**src/verilog/xpsc_pkg.sv**
```systemverilog
// Constants and types shared by the crosspoint switch control block.
// Assumes every file that uses it imports the whole package.
package xpsc_pkg;

   // Geometry of the switch and of the serial word.
   localparam int unsigned XPSC_NUM_OUT = 8;
   localparam int unsigned XPSC_NIB_W = 4;
   localparam int unsigned XPSC_SEL_W = 3;
   localparam int unsigned XPSC_WORD_W = 32;

   // Bit positions inside the command code pins.
   localparam int unsigned XPSC_CMD_BIT = 3;
   localparam int unsigned XPSC_SER_IN_BIT = 0;

   // Pin levels that select modes.
   localparam logic XPSC_MODE_PAR = 1'b0;
   localparam logic XPSC_TRIG_EDGE = 1'b1;

   // Command and nibble codes.
   localparam logic [3:0] XPSC_CODE_GND = 4'h8;
   localparam logic [3:0] XPSC_CODE_SER_EN = 4'h9;
   localparam logic [3:0] XPSC_CODE_SER_DIS = 4'ha;
   localparam logic [3:0] XPSC_CODE_DIS_ONE = 4'hb;
   localparam logic [3:0] XPSC_CODE_EN_ONE = 4'hc;
   localparam logic [3:0] XPSC_CODE_DIS_ALL = 4'hd;
   localparam logic [3:0] XPSC_CODE_EN_ALL = 4'he;
   localparam logic [3:0] XPSC_CODE_SW_LATCH = 4'hf;

   // Reset values: all outputs off and following the first input.
   localparam logic [3:0] XPSC_SEL_RST = 4'h0;
   localparam logic [7:0] XPSC_EN_RST = 8'h00;
   localparam logic [31:0] XPSC_WORD_RST = 32'h0000_0000;
   localparam logic XPSC_LVL_RST = 1'b1;

   typedef logic [3:0] xpsc_nib_t;

endpackage

```
**src/verilog/xpsc_master_if.sv**
```systemverilog
// Interface between the command decoder and the master register store.
// Assumes both ends run on the same system clock.
`timescale 1ns/1ps
interface xpsc_master_if;
   import xpsc_pkg::*;

   logic shift_en;
   logic ser_bit;
   logic load_en;
   logic [XPSC_SEL_W-1:0] load_idx;
   xpsc_nib_t load_nib;
   logic [XPSC_WORD_W-1:0] word;

   // The store owns the word; the decoder drives the requests.
   modport store (
      input shift_en, ser_bit, load_en, load_idx, load_nib,
      output word
   );
   modport ctrl (
      output shift_en, ser_bit, load_en, load_idx, load_nib,
      input word
   );
endinterface // xpsc_master_if

```
**src/verilog/xpsc_ctrl.sv**
```systemverilog
// Top of the crosspoint switch control: command decode, enables and slaves.
// Assumes all pins are synchronous to CLK_SYS_I and strobes last over a cycle.
// Output enables drive the analog buffers; low means high impedance.
`timescale 1ns/1ps

// Operation
// RULE1: Reset disables outputs, all select first input.
// RULE2: Disabled output goes high impedance.
// RULE3: Serial enable always connects output to ground.
// RULE4: Write strobe acts on its rising edge.
// RULE5: Edge mode latches on rise; level transparent low.
// RULE6: Write needs high select and low select.
// RULE7: Parallel mode uses output select and code.
// RULE8: Each output has master and slave nibble.
// RULE9: Parallel write loads addressed master nibble.
// RULE10: Codes 1011 to 1111 act at once.
// RULE11: Input or ground code never enables output.
// RULE12: Codes 1011/1100 disable/enable addressed output.
// RULE13: Codes 1101/1110 disable/enable all outputs.
// RULE14: Code 1111 copies masters only when latch high.
// RULE15: Host avoids 1001 and 1010 in parallel.
// RULE16: Serial shift loads all masters, no address.
// RULE17: Serial order output zero first, MSB first.
// RULE18: Serial masters move to slaves on latch.
// RULE19: Serial input or ground nibble never enables.
// RULE20: Serial 1001 enables output onto ground.
// RULE21: Serial 1010 disables and forgets selection.
// RULE22: Host avoids nibbles 1011 to 1111 serially.
// RULE23: Top code bit marks command versus channel.
// RULE24: Serial bits in per strobe, displaced bits out.
module xpsc_ctrl
   import xpsc_pkg::*;
(
   // Clock and reset.
   input wire logic CLK_SYS_I,
   input wire logic NRST_I,
   // Write strobe and chip selects.
   input wire logic WR_I,
   input wire logic CE_I,
   input wire logic CE_N_I,
   // Mode, address and command pins.
   input wire logic INTF_SEL_I,
   input wire logic [XPSC_SEL_W-1:0] OUTPUT_SEL_I,
   input wire logic [XPSC_NIB_W-1:0] CMD_CODE_I,
   // Serial output half of the shared data pin.
   output logic SER_DATA_O,
   output logic SER_DATA_OE_O,
   // Transfer strobe and trigger select.
   input wire logic LATCH_I,
   input wire logic TRIG_SEL_I,
   // Applied switch state.
   output logic [XPSC_NUM_OUT-1:0] OUT_EN_O,
   output logic [XPSC_WORD_W-1:0] OUT_SEL_O
);

   // Nibble of output i inside the master word, output zero on top.
   function automatic xpsc_nib_t nib_of(input logic [XPSC_WORD_W-1:0] w,
                                        input int unsigned i);
      nib_of = w[XPSC_WORD_W-1-i*XPSC_NIB_W -: XPSC_NIB_W];
   endfunction

   logic wr_lvl;
   logic wr_rise;
   logic latch_rise;
   logic par_mode;
   logic par_wr;
   logic ser_wr;
   logic is_cmd;
   logic sel_load;
   logic cmd_dis_one;
   logic cmd_en_one;
   logic cmd_dis_all;
   logic cmd_en_all;
   logic sw_latch;
   logic hw_latch;
   logic xfer;
   logic [XPSC_WORD_W-1:0] word;
   logic [XPSC_NUM_OUT-1:0] en_q;
   logic [XPSC_NUM_OUT-1:0] en_d;
   logic [XPSC_NUM_OUT-1:0][XPSC_NIB_W-1:0] slave_q;
   logic [XPSC_NUM_OUT-1:0][XPSC_NIB_W-1:0] slave_d;

   // Master store requests travel together in one interface.
   xpsc_master_if mst ();

   // The strobe only counts while both chip selects agree.
   // Gating comes before edge detection, so a select that opens while the
   // strobe is already high is seen as a rise. Hosts keep the selects steady
   // around each strobe pulse, which costs nothing and avoids a stray write.
   assign wr_lvl = WR_I & CE_I & ~CE_N_I; // [RULE6]

   xpsc_edge u_wr_edge (
      .clk_i (CLK_SYS_I),
      .nrst_i (NRST_I),
      .lvl_i (wr_lvl),
      .rise_o (wr_rise) // [RULE4]
   );

   // The transfer strobe has its own detector and is not gated by the selects,
   // so one latch line can update every part that shares it.
   xpsc_edge u_latch_edge (
      .clk_i (CLK_SYS_I),
      .nrst_i (NRST_I),
      .lvl_i (LATCH_I),
      .rise_o (latch_rise)
   );

   // Mode split and command decode; every write request is qualified by the write edge.
   assign par_mode = (INTF_SEL_I == XPSC_MODE_PAR); // [RULE7]
   assign par_wr = wr_rise & par_mode;
   assign ser_wr = wr_rise & ~par_mode;
   assign is_cmd = CMD_CODE_I[XPSC_CMD_BIT]; // [RULE23]
   assign sel_load = par_wr & (~is_cmd | (CMD_CODE_I == XPSC_CODE_GND)); // [RULE11]
   // Codes 1001 and 1010 fall through every decode here and do nothing.
   assign cmd_dis_one = par_wr & (CMD_CODE_I == XPSC_CODE_DIS_ONE); // [RULE10] [RULE15]
   assign cmd_en_one = par_wr & (CMD_CODE_I == XPSC_CODE_EN_ONE);
   assign cmd_dis_all = par_wr & (CMD_CODE_I == XPSC_CODE_DIS_ALL);
   assign cmd_en_all = par_wr & (CMD_CODE_I == XPSC_CODE_EN_ALL);
   assign sw_latch = par_wr & (CMD_CODE_I == XPSC_CODE_SW_LATCH) & LATCH_I; // [RULE14]

   // Level mode keeps the slaves transparent; edge mode waits for the rise.
   // In level mode a slave copies its master every cycle the strobe is low, so
   // a switch follows a write two edges later. Edge mode trades that latency
   // for all eight outputs changing together on one rise.
   assign hw_latch = (TRIG_SEL_I == XPSC_TRIG_EDGE) ? latch_rise : ~LATCH_I; // [RULE5] [RULE18]
   assign xfer = hw_latch | sw_latch;

   // Requests to the master store.
   assign mst.shift_en = ser_wr; // [RULE16] [RULE24]
   assign mst.ser_bit = CMD_CODE_I[XPSC_SER_IN_BIT];
   assign mst.load_en = sel_load; // [RULE9]
   assign mst.load_idx = OUTPUT_SEL_I;
   assign mst.load_nib = CMD_CODE_I;
   assign word = mst.word;

   xpsc_master_reg u_master (
      .clk_i (CLK_SYS_I),
      .nrst_i (NRST_I),
      .bus (mst.store)
   );

   // Next enables and slaves. Enable commands only occur in parallel mode,
   // and a parallel transfer never touches enables, so nothing collides.
   always_comb begin
      en_d = en_q;
      slave_d = slave_q;
      if (cmd_dis_all) begin
         en_d = '0; // [RULE13]
      end
      if (cmd_en_all) begin
         en_d = '1; // [RULE13]
      end
      if (cmd_dis_one) begin
         en_d[OUTPUT_SEL_I] = 1'b0; // [RULE12]
      end
      if (cmd_en_one) begin
         en_d[OUTPUT_SEL_I] = 1'b1; // [RULE12]
      end
      if (xfer) begin
         for (int i = 0; i < XPSC_NUM_OUT; i++) begin
            if (par_mode) begin
               slave_d[i] = nib_of(word, i); // [RULE8]
            end else begin
               unique case (nib_of(word, i))
                  XPSC_CODE_SER_EN: begin
                     en_d[i] = 1'b1; // [RULE20] [RULE3]
                     slave_d[i] = XPSC_CODE_GND;
                  end
                  XPSC_CODE_SER_DIS: begin
                     en_d[i] = 1'b0; // [RULE21]
                     slave_d[i] = XPSC_CODE_GND;
                  end
                  4'h0, 4'h1, 4'h2, 4'h3, 4'h4, 4'h5, 4'h6, 4'h7, XPSC_CODE_GND: begin
                     slave_d[i] = nib_of(word, i); // [RULE19] [RULE18]
                  end
                  // Illegal nibbles leave the output alone rather than guess.
                  default: begin
                     slave_d[i] = slave_q[i]; // [RULE22]
                  end
               endcase
            end
         end
      end
   end

   // Applied state; reset leaves every output off on the first input.
   always_ff @(posedge CLK_SYS_I) begin
      if (!NRST_I) begin
         en_q <= XPSC_EN_RST; // [RULE1]
         slave_q <= {XPSC_NUM_OUT{XPSC_SEL_RST}}; // [RULE1]
      end else begin
         en_q <= en_d;
         slave_q <= slave_d;
      end
   end

   // Outputs. The serial pin is only driven while the part is in serial mode.
   // The pin direction follows the mode pin with no delay, so the host must
   // release its half of the shared pin before it selects serial mode.
   assign OUT_EN_O = en_q; // [RULE2]
   assign OUT_SEL_O = slave_q;
   assign SER_DATA_O = word[XPSC_WORD_W-1]; // [RULE24]
   assign SER_DATA_OE_O = ~par_mode;
endmodule // xpsc_ctrl

```
**src/verilog/xpsc_edge.sv**
```systemverilog
// Rising edge detector for a synchronous level.
// Assumes the level is already synchronous to the clock.
`timescale 1ns/1ps
module xpsc_edge
   import xpsc_pkg::*;
(
   // Clock and reset.
   input wire logic clk_i,
   input wire logic nrst_i,
   // Level in, edge out.
   input wire logic lvl_i,
   output logic rise_o
);

   logic lvl_q;

   // Reset to high so a level already high at release is no edge.
   always_ff @(posedge clk_i) begin
      if (!nrst_i) begin
         lvl_q <= XPSC_LVL_RST;
      end else begin
         lvl_q <= lvl_i;
      end
   end

   assign rise_o = lvl_i & ~lvl_q;
endmodule // xpsc_edge

```
**src/verilog/xpsc_master_reg.sv**
```systemverilog
// Master register store: one nibble per output, also the serial chain.
// Assumes shift and load requests never arrive in the same cycle.
`timescale 1ns/1ps
module xpsc_master_reg
   import xpsc_pkg::*;
(
   // Clock and reset.
   input wire logic clk_i,
   input wire logic nrst_i,
   // Request side.
   xpsc_master_if.store bus
);

   logic [XPSC_WORD_W-1:0] word_q;
   logic [4:0] nib_lo;

   // Output zero sits in the top nibble, so a left shift fills in order.
   assign nib_lo = 5'(XPSC_WORD_W - XPSC_NIB_W) - 5'({bus.load_idx, 2'b00});
   assign bus.word = word_q;

   // The whole chain is the master store; a shift moves all outputs at once.
   always_ff @(posedge clk_i) begin
      if (!nrst_i) begin
         word_q <= XPSC_WORD_RST;
      end else if (bus.shift_en) begin
         word_q <= {word_q[XPSC_WORD_W-2:0], bus.ser_bit}; // [RULE16] [RULE17] [RULE24]
      end else if (bus.load_en) begin
         word_q[nib_lo +: XPSC_NIB_W] <= bus.load_nib; // [RULE9]
      end
   end
endmodule // xpsc_master_reg

```
**config.mk**
```make
export PLATFORM = sky130hd
export DESIGN_NAME = xpsc_ctrl
export DESIGN_NICKNAME = d
export VERILOG_FILES = /design/src/verilog/xpsc_pkg.sv /design/src/verilog/xpsc_master_if.sv /design/src/verilog/xpsc_ctrl.sv /design/src/verilog/xpsc_edge.sv /design/src/verilog/xpsc_master_reg.sv
export SDC_FILE = /design/constraint.sdc
export NUM_CORES = 1
export LEC_CHECK = 0
export ABC_CLOCK_PERIOD_IN_PS = 2400
export BUFFER_PORTS_ARGS = -buffer_cell sky130_fd_sc_hd__buf_2
export CORE_AREA = 2 2 74 104
export DETAILED_ROUTE_END_ITERATION = 10
export DIE_AREA = 0 0 76 106
export GPL_ROUTABILITY_DRIVEN = 0
export PLACE_DENSITY = 0.78
export SETUP_SLACK_MARGIN = 0.15
export SKIP_LAST_GASP = 1
export SLEW_MARGIN = 15
export SYNTH_ARGS = -nofsm -noshare
export SYNTH_HDL_FRONTEND = slang
export SYNTH_SLANG_ARGS = --single-unit
```
**constraint.sdc**
```tcl
create_clock -name CLK_SYS_I -period 2.4 [get_ports CLK_SYS_I]
set_input_delay 0.24 -clock CLK_SYS_I [delete_from_list [all_inputs] [get_ports CLK_SYS_I]]
set_output_delay 0.24 -clock CLK_SYS_I [all_outputs]
set_load 0.01 [all_outputs]
```
==> results.yml, run 1 <==
outcome:
  status: "finished, final reports clean"
sta:
  fin_crit_ns: 1.91
  clock_skew_ns: 0.00681
  maxSlewViolCount: 0
  setup_viol: 0
  relSlewSlack_pct: 52.3
  worstMarginPinSlew_ns: 0.715
  setup_ws_ns: 0.493
  rsz0062_at_grt: "false"
  hold_viol: 0
  post-route-period-util_pct: 79.5
  fmax_ghz: 0.524
  tns_ns: 0
clock_tree:
  htree_levels: 3
  cts.sinks: 74
  clk_pin_slew_ns: 0.08
  cts_buffers: 9
  cts_setup_buffers: 0
  insertion_delay_ns: 0.36
  ctsResizeCount: 0
  cts_tree: "yes"
  ctsLongestPathBuffers: 2
  cts-hold-fix-buffers: 0
  cts_root_buf: "clkbuf_8"
synthesis:
  yosysMostFrequentCell: "dfxtp_1"
  ys.warnings.count: 0
  netlist_top_cells_count: "dfxtp_1 (74), nor2_1 (56), nand2_1 (34)"
  async_reset_ff_share_pct: 0
  syn_area_um2: 3990
  synth_cell_types: 60
  synth_flop_cell: "dfxtp_1"
  ys_ff_latch: 74
  postSynthAreaPerCell_um2: 8.20
  synthCells: 486
  yosysSeqAreaShare_pct: 37.2
  synth_area_leaders: "dfxtp_1 (37%), nor2_1 (5.3%), a211oi_1 (5.1%), nor3_1 (4.1%), a21oi_1 (4.0%)"
  syn_nets: 503
  synth.largest_area_cell: "dfxtp_1"
  synth-edff-count: 0
  synth_top_area_share_pct: 37.2
global_routing:
  grt_pass1_vias: 3864
  antenna_found_initial: 0
  grt_usage_pct: 29.8
  grt_max_degree: 48
  grt.overflow.total: 0
  grt_pass1_wl_um: 19000
power_and_ir_drop:
  p_leak_nw: 1.74
  sequentialPowerShare_pct: 47.3
  pwr-share-clk_pct: 40.9
  p_sw_share_pct: 27.2
  pwr-share-comb_pct: 11.8
  p_int_mw: 1.96
  power_density_nw_per_um2: 577
  switchingPower_uw: 731
  peakVddDrop_uv: 628
cells_and_area:
  nFillCells: 612
  num_antenna_cells: 0
  regArea_um2: 1480
  drive_gt1_share_pct: 19.6
  multi_input_area_um2: 2350
  area_growth_pct: 16.9
  num-nets-final: 562
placement:
  port_buffers: 56
  dpl.hpwl_um: 8540
  dp_slack_ns: 0.188
floorplanning:
  boundaryPins: 57
  die_x_um: 76
  core-area_um2: 7180
  fp.dieH_um: 106
  rows: 37
  die_area_um2: 8060
  start_util_pct: 55.6
routing:
  drt_iter0_drc: 449
  drt-total-wl_um: 11800
  drc: 0
  ant_nets: 0
  vias: 4173
  wire_per_inst_um: 18.2
  vias_per_cell: 6.45
  dr.pass1.iters: 7
setup_path:
  cpMostUsedCell: "ha_1"
  max_stage_delay_ns: 0.55
  path_max_fanout: 11
  crit_arrival_ns: 2.18
  worst_path_max_delay_cell: "nor4b_1"
  critPathKind: "in -> reg"
  start_kind: "input pin"
  critPathCaptureType: "register"
  cp.required_ns: 2.67
  crit_path_cell_trace: "buf_2 -> ha_1 -> ha_1 -> nor4b_1 -> nor2b_1 -> a22oi_1 -> a211oi_1"
worst_hold_path:
  min_path_type: "in -> reg"
job:
  max_cap_viol_count: 0
==> registers in the layout (all words and copies together) (netlist names) <==
| name | count |
|---|---|
| OUT_EN_O | 8 |
| OUT_SEL_O | 32 |
| u_latch_edge.lvl_q | 1 |
| u_master.bus.word | 32 |
| u_wr_edge.lvl_q | 1 |
==> cell type report <==
cell class	count	share of cell area, %
multi-input cells	375	50.4
clock buffers	9	2.66
flip-flops and latches	74	31.8
well taps	97	2.60
clock inverters	7	2.17
repair buffers	78	9.82
inverters	7	0.564
==> cells by family after synthesis <==
| kind of cell | after synthesis | share of synthesized area, % |
|---|---|---|
| AND/OR/NAND/NOR | 207 | 28.1 |
| AO/OA/AOI/OAI | 157 | 27.8 |
| flip-flops | 74 | 37.2 |
| buffers and inverters | 37 | 4.08 |
| multiplexers | 6 | 1.51 |
| XOR/XNOR | 3 | 0.659 |
| adder cells (fa/ha/maj) | 2 | 0.627 |
==> cells in the final DEF (no fill, tap or decap), drive strengths merged, types with 6 or more instances in the layout <==
| cell type | count |
|---|---|
| a211oi | 27 |
| dfxtp | 74 |
| o21a | 6 |
| nor2b | 22 |
| a22o | 9 |
| o22ai | 9 |
| a22oi | 9 |
| buf | 78 |
| nand3 | 14 |
| nor3 | 33 |
| nor2 | 56 |
| a221oi | 10 |
| or4bb | 7 |
| inv | 9 |
| nand2 | 34 |
| o21ai | 30 |
| a21oi | 32 |
| nor4b | 6 |
| a32oi | 6 |
| clkbuf | 9 |
| mux2i | 6 |
==> power by group through the flow <==
stage	combinational, mW	sequential [mW]	clock, mW
finish	0.318	1.27	1.10
global route	0.344	1.27	1.17
CTS	0.308	1.27	1.12
detailed placement	0.307	1.30	0
global placement	0.301	1.30	0
floorplan	0.199	1.30	0
==> metal layers <==
layer  track usage, %  share of wire, %  up-vias
met5                0                 0        -
met4             17.4               4.9        0
met3             7.13               7.8       54
met2             49.2                48      222
met1             35.2                39     1935
li1                 -                 -     1962
==> per-stage QoR <==
| step | hold slack (ns) | cell area [um2] | instances | power (mW) | util [%] |
|---|---|---|---|---|---|
| after global routing | 0.168 | 4660 | 647 | 2.78 | 65.0 |
| final | 0.154 | 4660 | 647 | 2.69 | 65.0 |
| after global placement | 0.433 | 4430 | 631 | 1.60 | 61.8 |
| after CTS | 0.136 | 4660 | 647 | 2.70 | 64.9 |
| after floorplan | 0.380 | 3990 | 486 | 1.50 | - |
| after detailed placement | 0.442 | 4430 | 631 | 1.61 | 61.8 |
==> final timing paths <==
kind                        start  slack (ns)                   end  cells past startpoint
setup / recovery  OUTPUT_SEL_I[1]        0.49  u_master.bus.word[2]                      7
hold / removal               WR_I        0.15       u_wr_edge.lvl_q                      3
setup reg to reg  u_wr_edge.lvl_q        0.50         OUT_SEL_O[18]                      5
hold reg to reg      OUT_SEL_O[7]        0.45          OUT_SEL_O[7]                      2
==> worst max-delay path: cells and delay by family <==
family | cells | cell delay (ns)
adder cells (fa/ha/maj) | 2 | 0.59
buffers and inverters | 1 | 0.16
AO/OA/AOI/OAI | 2 | 0.36
AND/OR/NAND/NOR | 2 | 0.82
Power figures use the tool's default switching activity.
==> run 2, diff against run 1 <==
--- a/config.mk
+++ b/config.mk
@@ -5,7 +5,7 @@
 export SDC_FILE = /design/constraint.sdc
 export NUM_CORES = 1
 export LEC_CHECK = 0
-export ABC_CLOCK_PERIOD_IN_PS = 2400
+export ABC_CLOCK_PERIOD_IN_PS = 2000
 export BUFFER_PORTS_ARGS = -buffer_cell sky130_fd_sc_hd__buf_2
 export CORE_AREA = 2 2 74 104
 export DETAILED_ROUTE_END_ITERATION = 10
==> constraint.sdc (replaced) <==
create_clock -name CLK_SYS_I -period 2 [get_ports CLK_SYS_I]
set_input_delay 0.2 -clock CLK_SYS_I [delete_from_list [all_inputs] [get_ports CLK_SYS_I]]
set_output_delay 0.2 -clock CLK_SYS_I [all_outputs]
set_load 0.01 [all_outputs]
==> results.yml, run 2 (synthesis gave the netlist of run 1 again) <==
outcome:
  status: "finished, final reports clean"
clock_tree:
  cts_buffers: 9
  cts_setup_buffers: 0
  insertion_delay_ns: 0.37
  cts_root_buf: "clkbuf_8"
  cts.sinks: 74
  htree_levels: 3
  clk_pin_slew_ns: 0.07
  cts-hold-fix-buffers: 0
  cts_tree: "yes"
  ctsLongestPathBuffers: 2
global_routing:
  use_met3_pct: 6.37
  grtUsageMet2_pct: 53.8
  grt_pass1_wl_um: 20600
  grt_pass1_vias: 4078
  grt_max_degree: 50
  grt_busiest_layer: "met2"
  antenna_found_initial: 0
  use_met1_pct: 37.8
  grt.overflow.total: 0
  grt_usage_pct: 32.1
setup_path:
  cpMostUsedCell: "buf_4"
  worstSetupStartpoint: "u_wr_edge.lvl_q"
  cp.required_ns: 2.25
  critPathKind: "reg -> reg"
  path_max_fanout: 11
  crit_path_cell_trace: "nand4bb_1 -> buf_4 -> o211ai_1 -> o21ai_2 -> buf_4 -> o21ai_0 -> a21oi_1"
  worst_path_max_delay_cell: "o211ai_1"
  crit_arrival_ns: 2.03
  max_stage_delay_ns: 0.35
  start_kind: "register"
  critPathCaptureType: "register"
  r2r-start: "u_wr_edge.lvl_q"
floorplanning:
  fp.dieH_um: 106
  die_area_um2: 8060
  boundaryPins: 57
  rows: 37
  core-area_um2: 7180
  start_util_pct: 55.6
  die_x_um: 76
routing:
  vias_per_cell: 6.54
  drt_iter0_drc: 446
  drc: 0
  vias: 4340
  dr.pass1.iters: 6
  ant_nets: 0
  drt-total-wl_um: 12500
  wire_per_inst_um: 18.8
sta:
  fmax_ghz: 0.562
  clock_skew_ns: 0.0124
  setup_viol: 0
  relSlewSlack_pct: 50.6
  rsz0062_at_grt: "true"
  worstMarginPinSlew_ns: 0.740
  hold_viol: 0
  post-route-period-util_pct: 89.0
  maxSlewViolCount: 0
  fin_crit_ns: 1.78
placement:
  dpl.hpwl_um: 8970
  port_buffers: 56
  dpl_cell_area_um2: 4600
  dp_cells: 648
power_and_ir_drop:
  peakVddDrop_uv: 561
  p_leak_nw: 1.82
  power_density_nw_per_um2: 641
  p_total_mw: 3.09
job:
  max_cap_viol_count: 0
cells_and_area:
  final_core_util_pct: 67.3
  area_growth_pct: 21.1
  num-nets-final: 579
  stdcell_area_um2: 4830
  final_common_cell: "dfxtp_1"
  num_antenna_cells: 0
  regArea_um2: 1480
  mostFrequentLayoutCells: "dfxtp_1 (74), buf_2 (56), nor2_1 (54)"
  nFillCells: 593
  multi_input_area_um2: 2400
  drive_gt1_share_pct: 23.3
  fin_cells: 664
worst_hold_path:
  hold_path_startpoint: "WR_I"
  min_path_type: "in -> reg"
## run 2: critical path, delay by kind of cell, from the launching register on
family	cells	cell delay, ns
AO/OA/AOI/OAI	4	0.78
buffers and inverters	2	0.39
flip-flops	1	0.31
AND/OR/NAND/NOR	1	0.19
## run 2: path summary, 6_finish.rpt
path / to / slack [ns] / cells after the start
worst max register to register: OUT_SEL_O[1] / 0.22 / 7
worst max-delay path: OUT_SEL_O[1] / 0.22 / 7
worst min register to register: OUT_SEL_O[7] / 0.45 / 2
worst min-delay path: u_wr_edge.lvl_q / 0.11 / 3
## run 2: through the flow
stage	setup TNS, ns	hold WS [ns]	worst slack [ns]
final	0	0.113	0.220
after floorplan	0	0.340	0.140
after global placement	-0.274	0.434	-0.0392
after CTS	0	0.105	0.224
after global routing	0	0.165	0.0588
after detailed placement	-1.46	0.443	-0.0989
## run 2: report_power, final
part	switching [mW]	internal [mW]	leakage, nW
clock network	0.561	0.580	0.0945
logic	0.263	0.164	1.12
registers	0.0283	1.50	0.598
## run 2: per-layer routing
layer / routed length, um / vias to the layer above
met3: 951 / 69
met5: 0 / -
li1: - / 2002
met4: 755 / 0
met1: 4800 / 2029
met2: 6000 / 240
## run 2: timing repair
action,in CTS,in global routing
gates resized for setup,1,14
pin swaps,0,2
endpoints found under the setup margin,15,28
## run 2: final cells by class
class | count | share of cell area, %
Inverter | 7 | 0.544
Clock buffer | 12 | 2.80
Timing Repair Buffer | 95 | 12.6
Sequential cell | 74 | 30.7
Clock inverter | 4 | 1.09
Multi-Input combinational cell | 375 | 49.7
Tap cell | 97 | 2.51
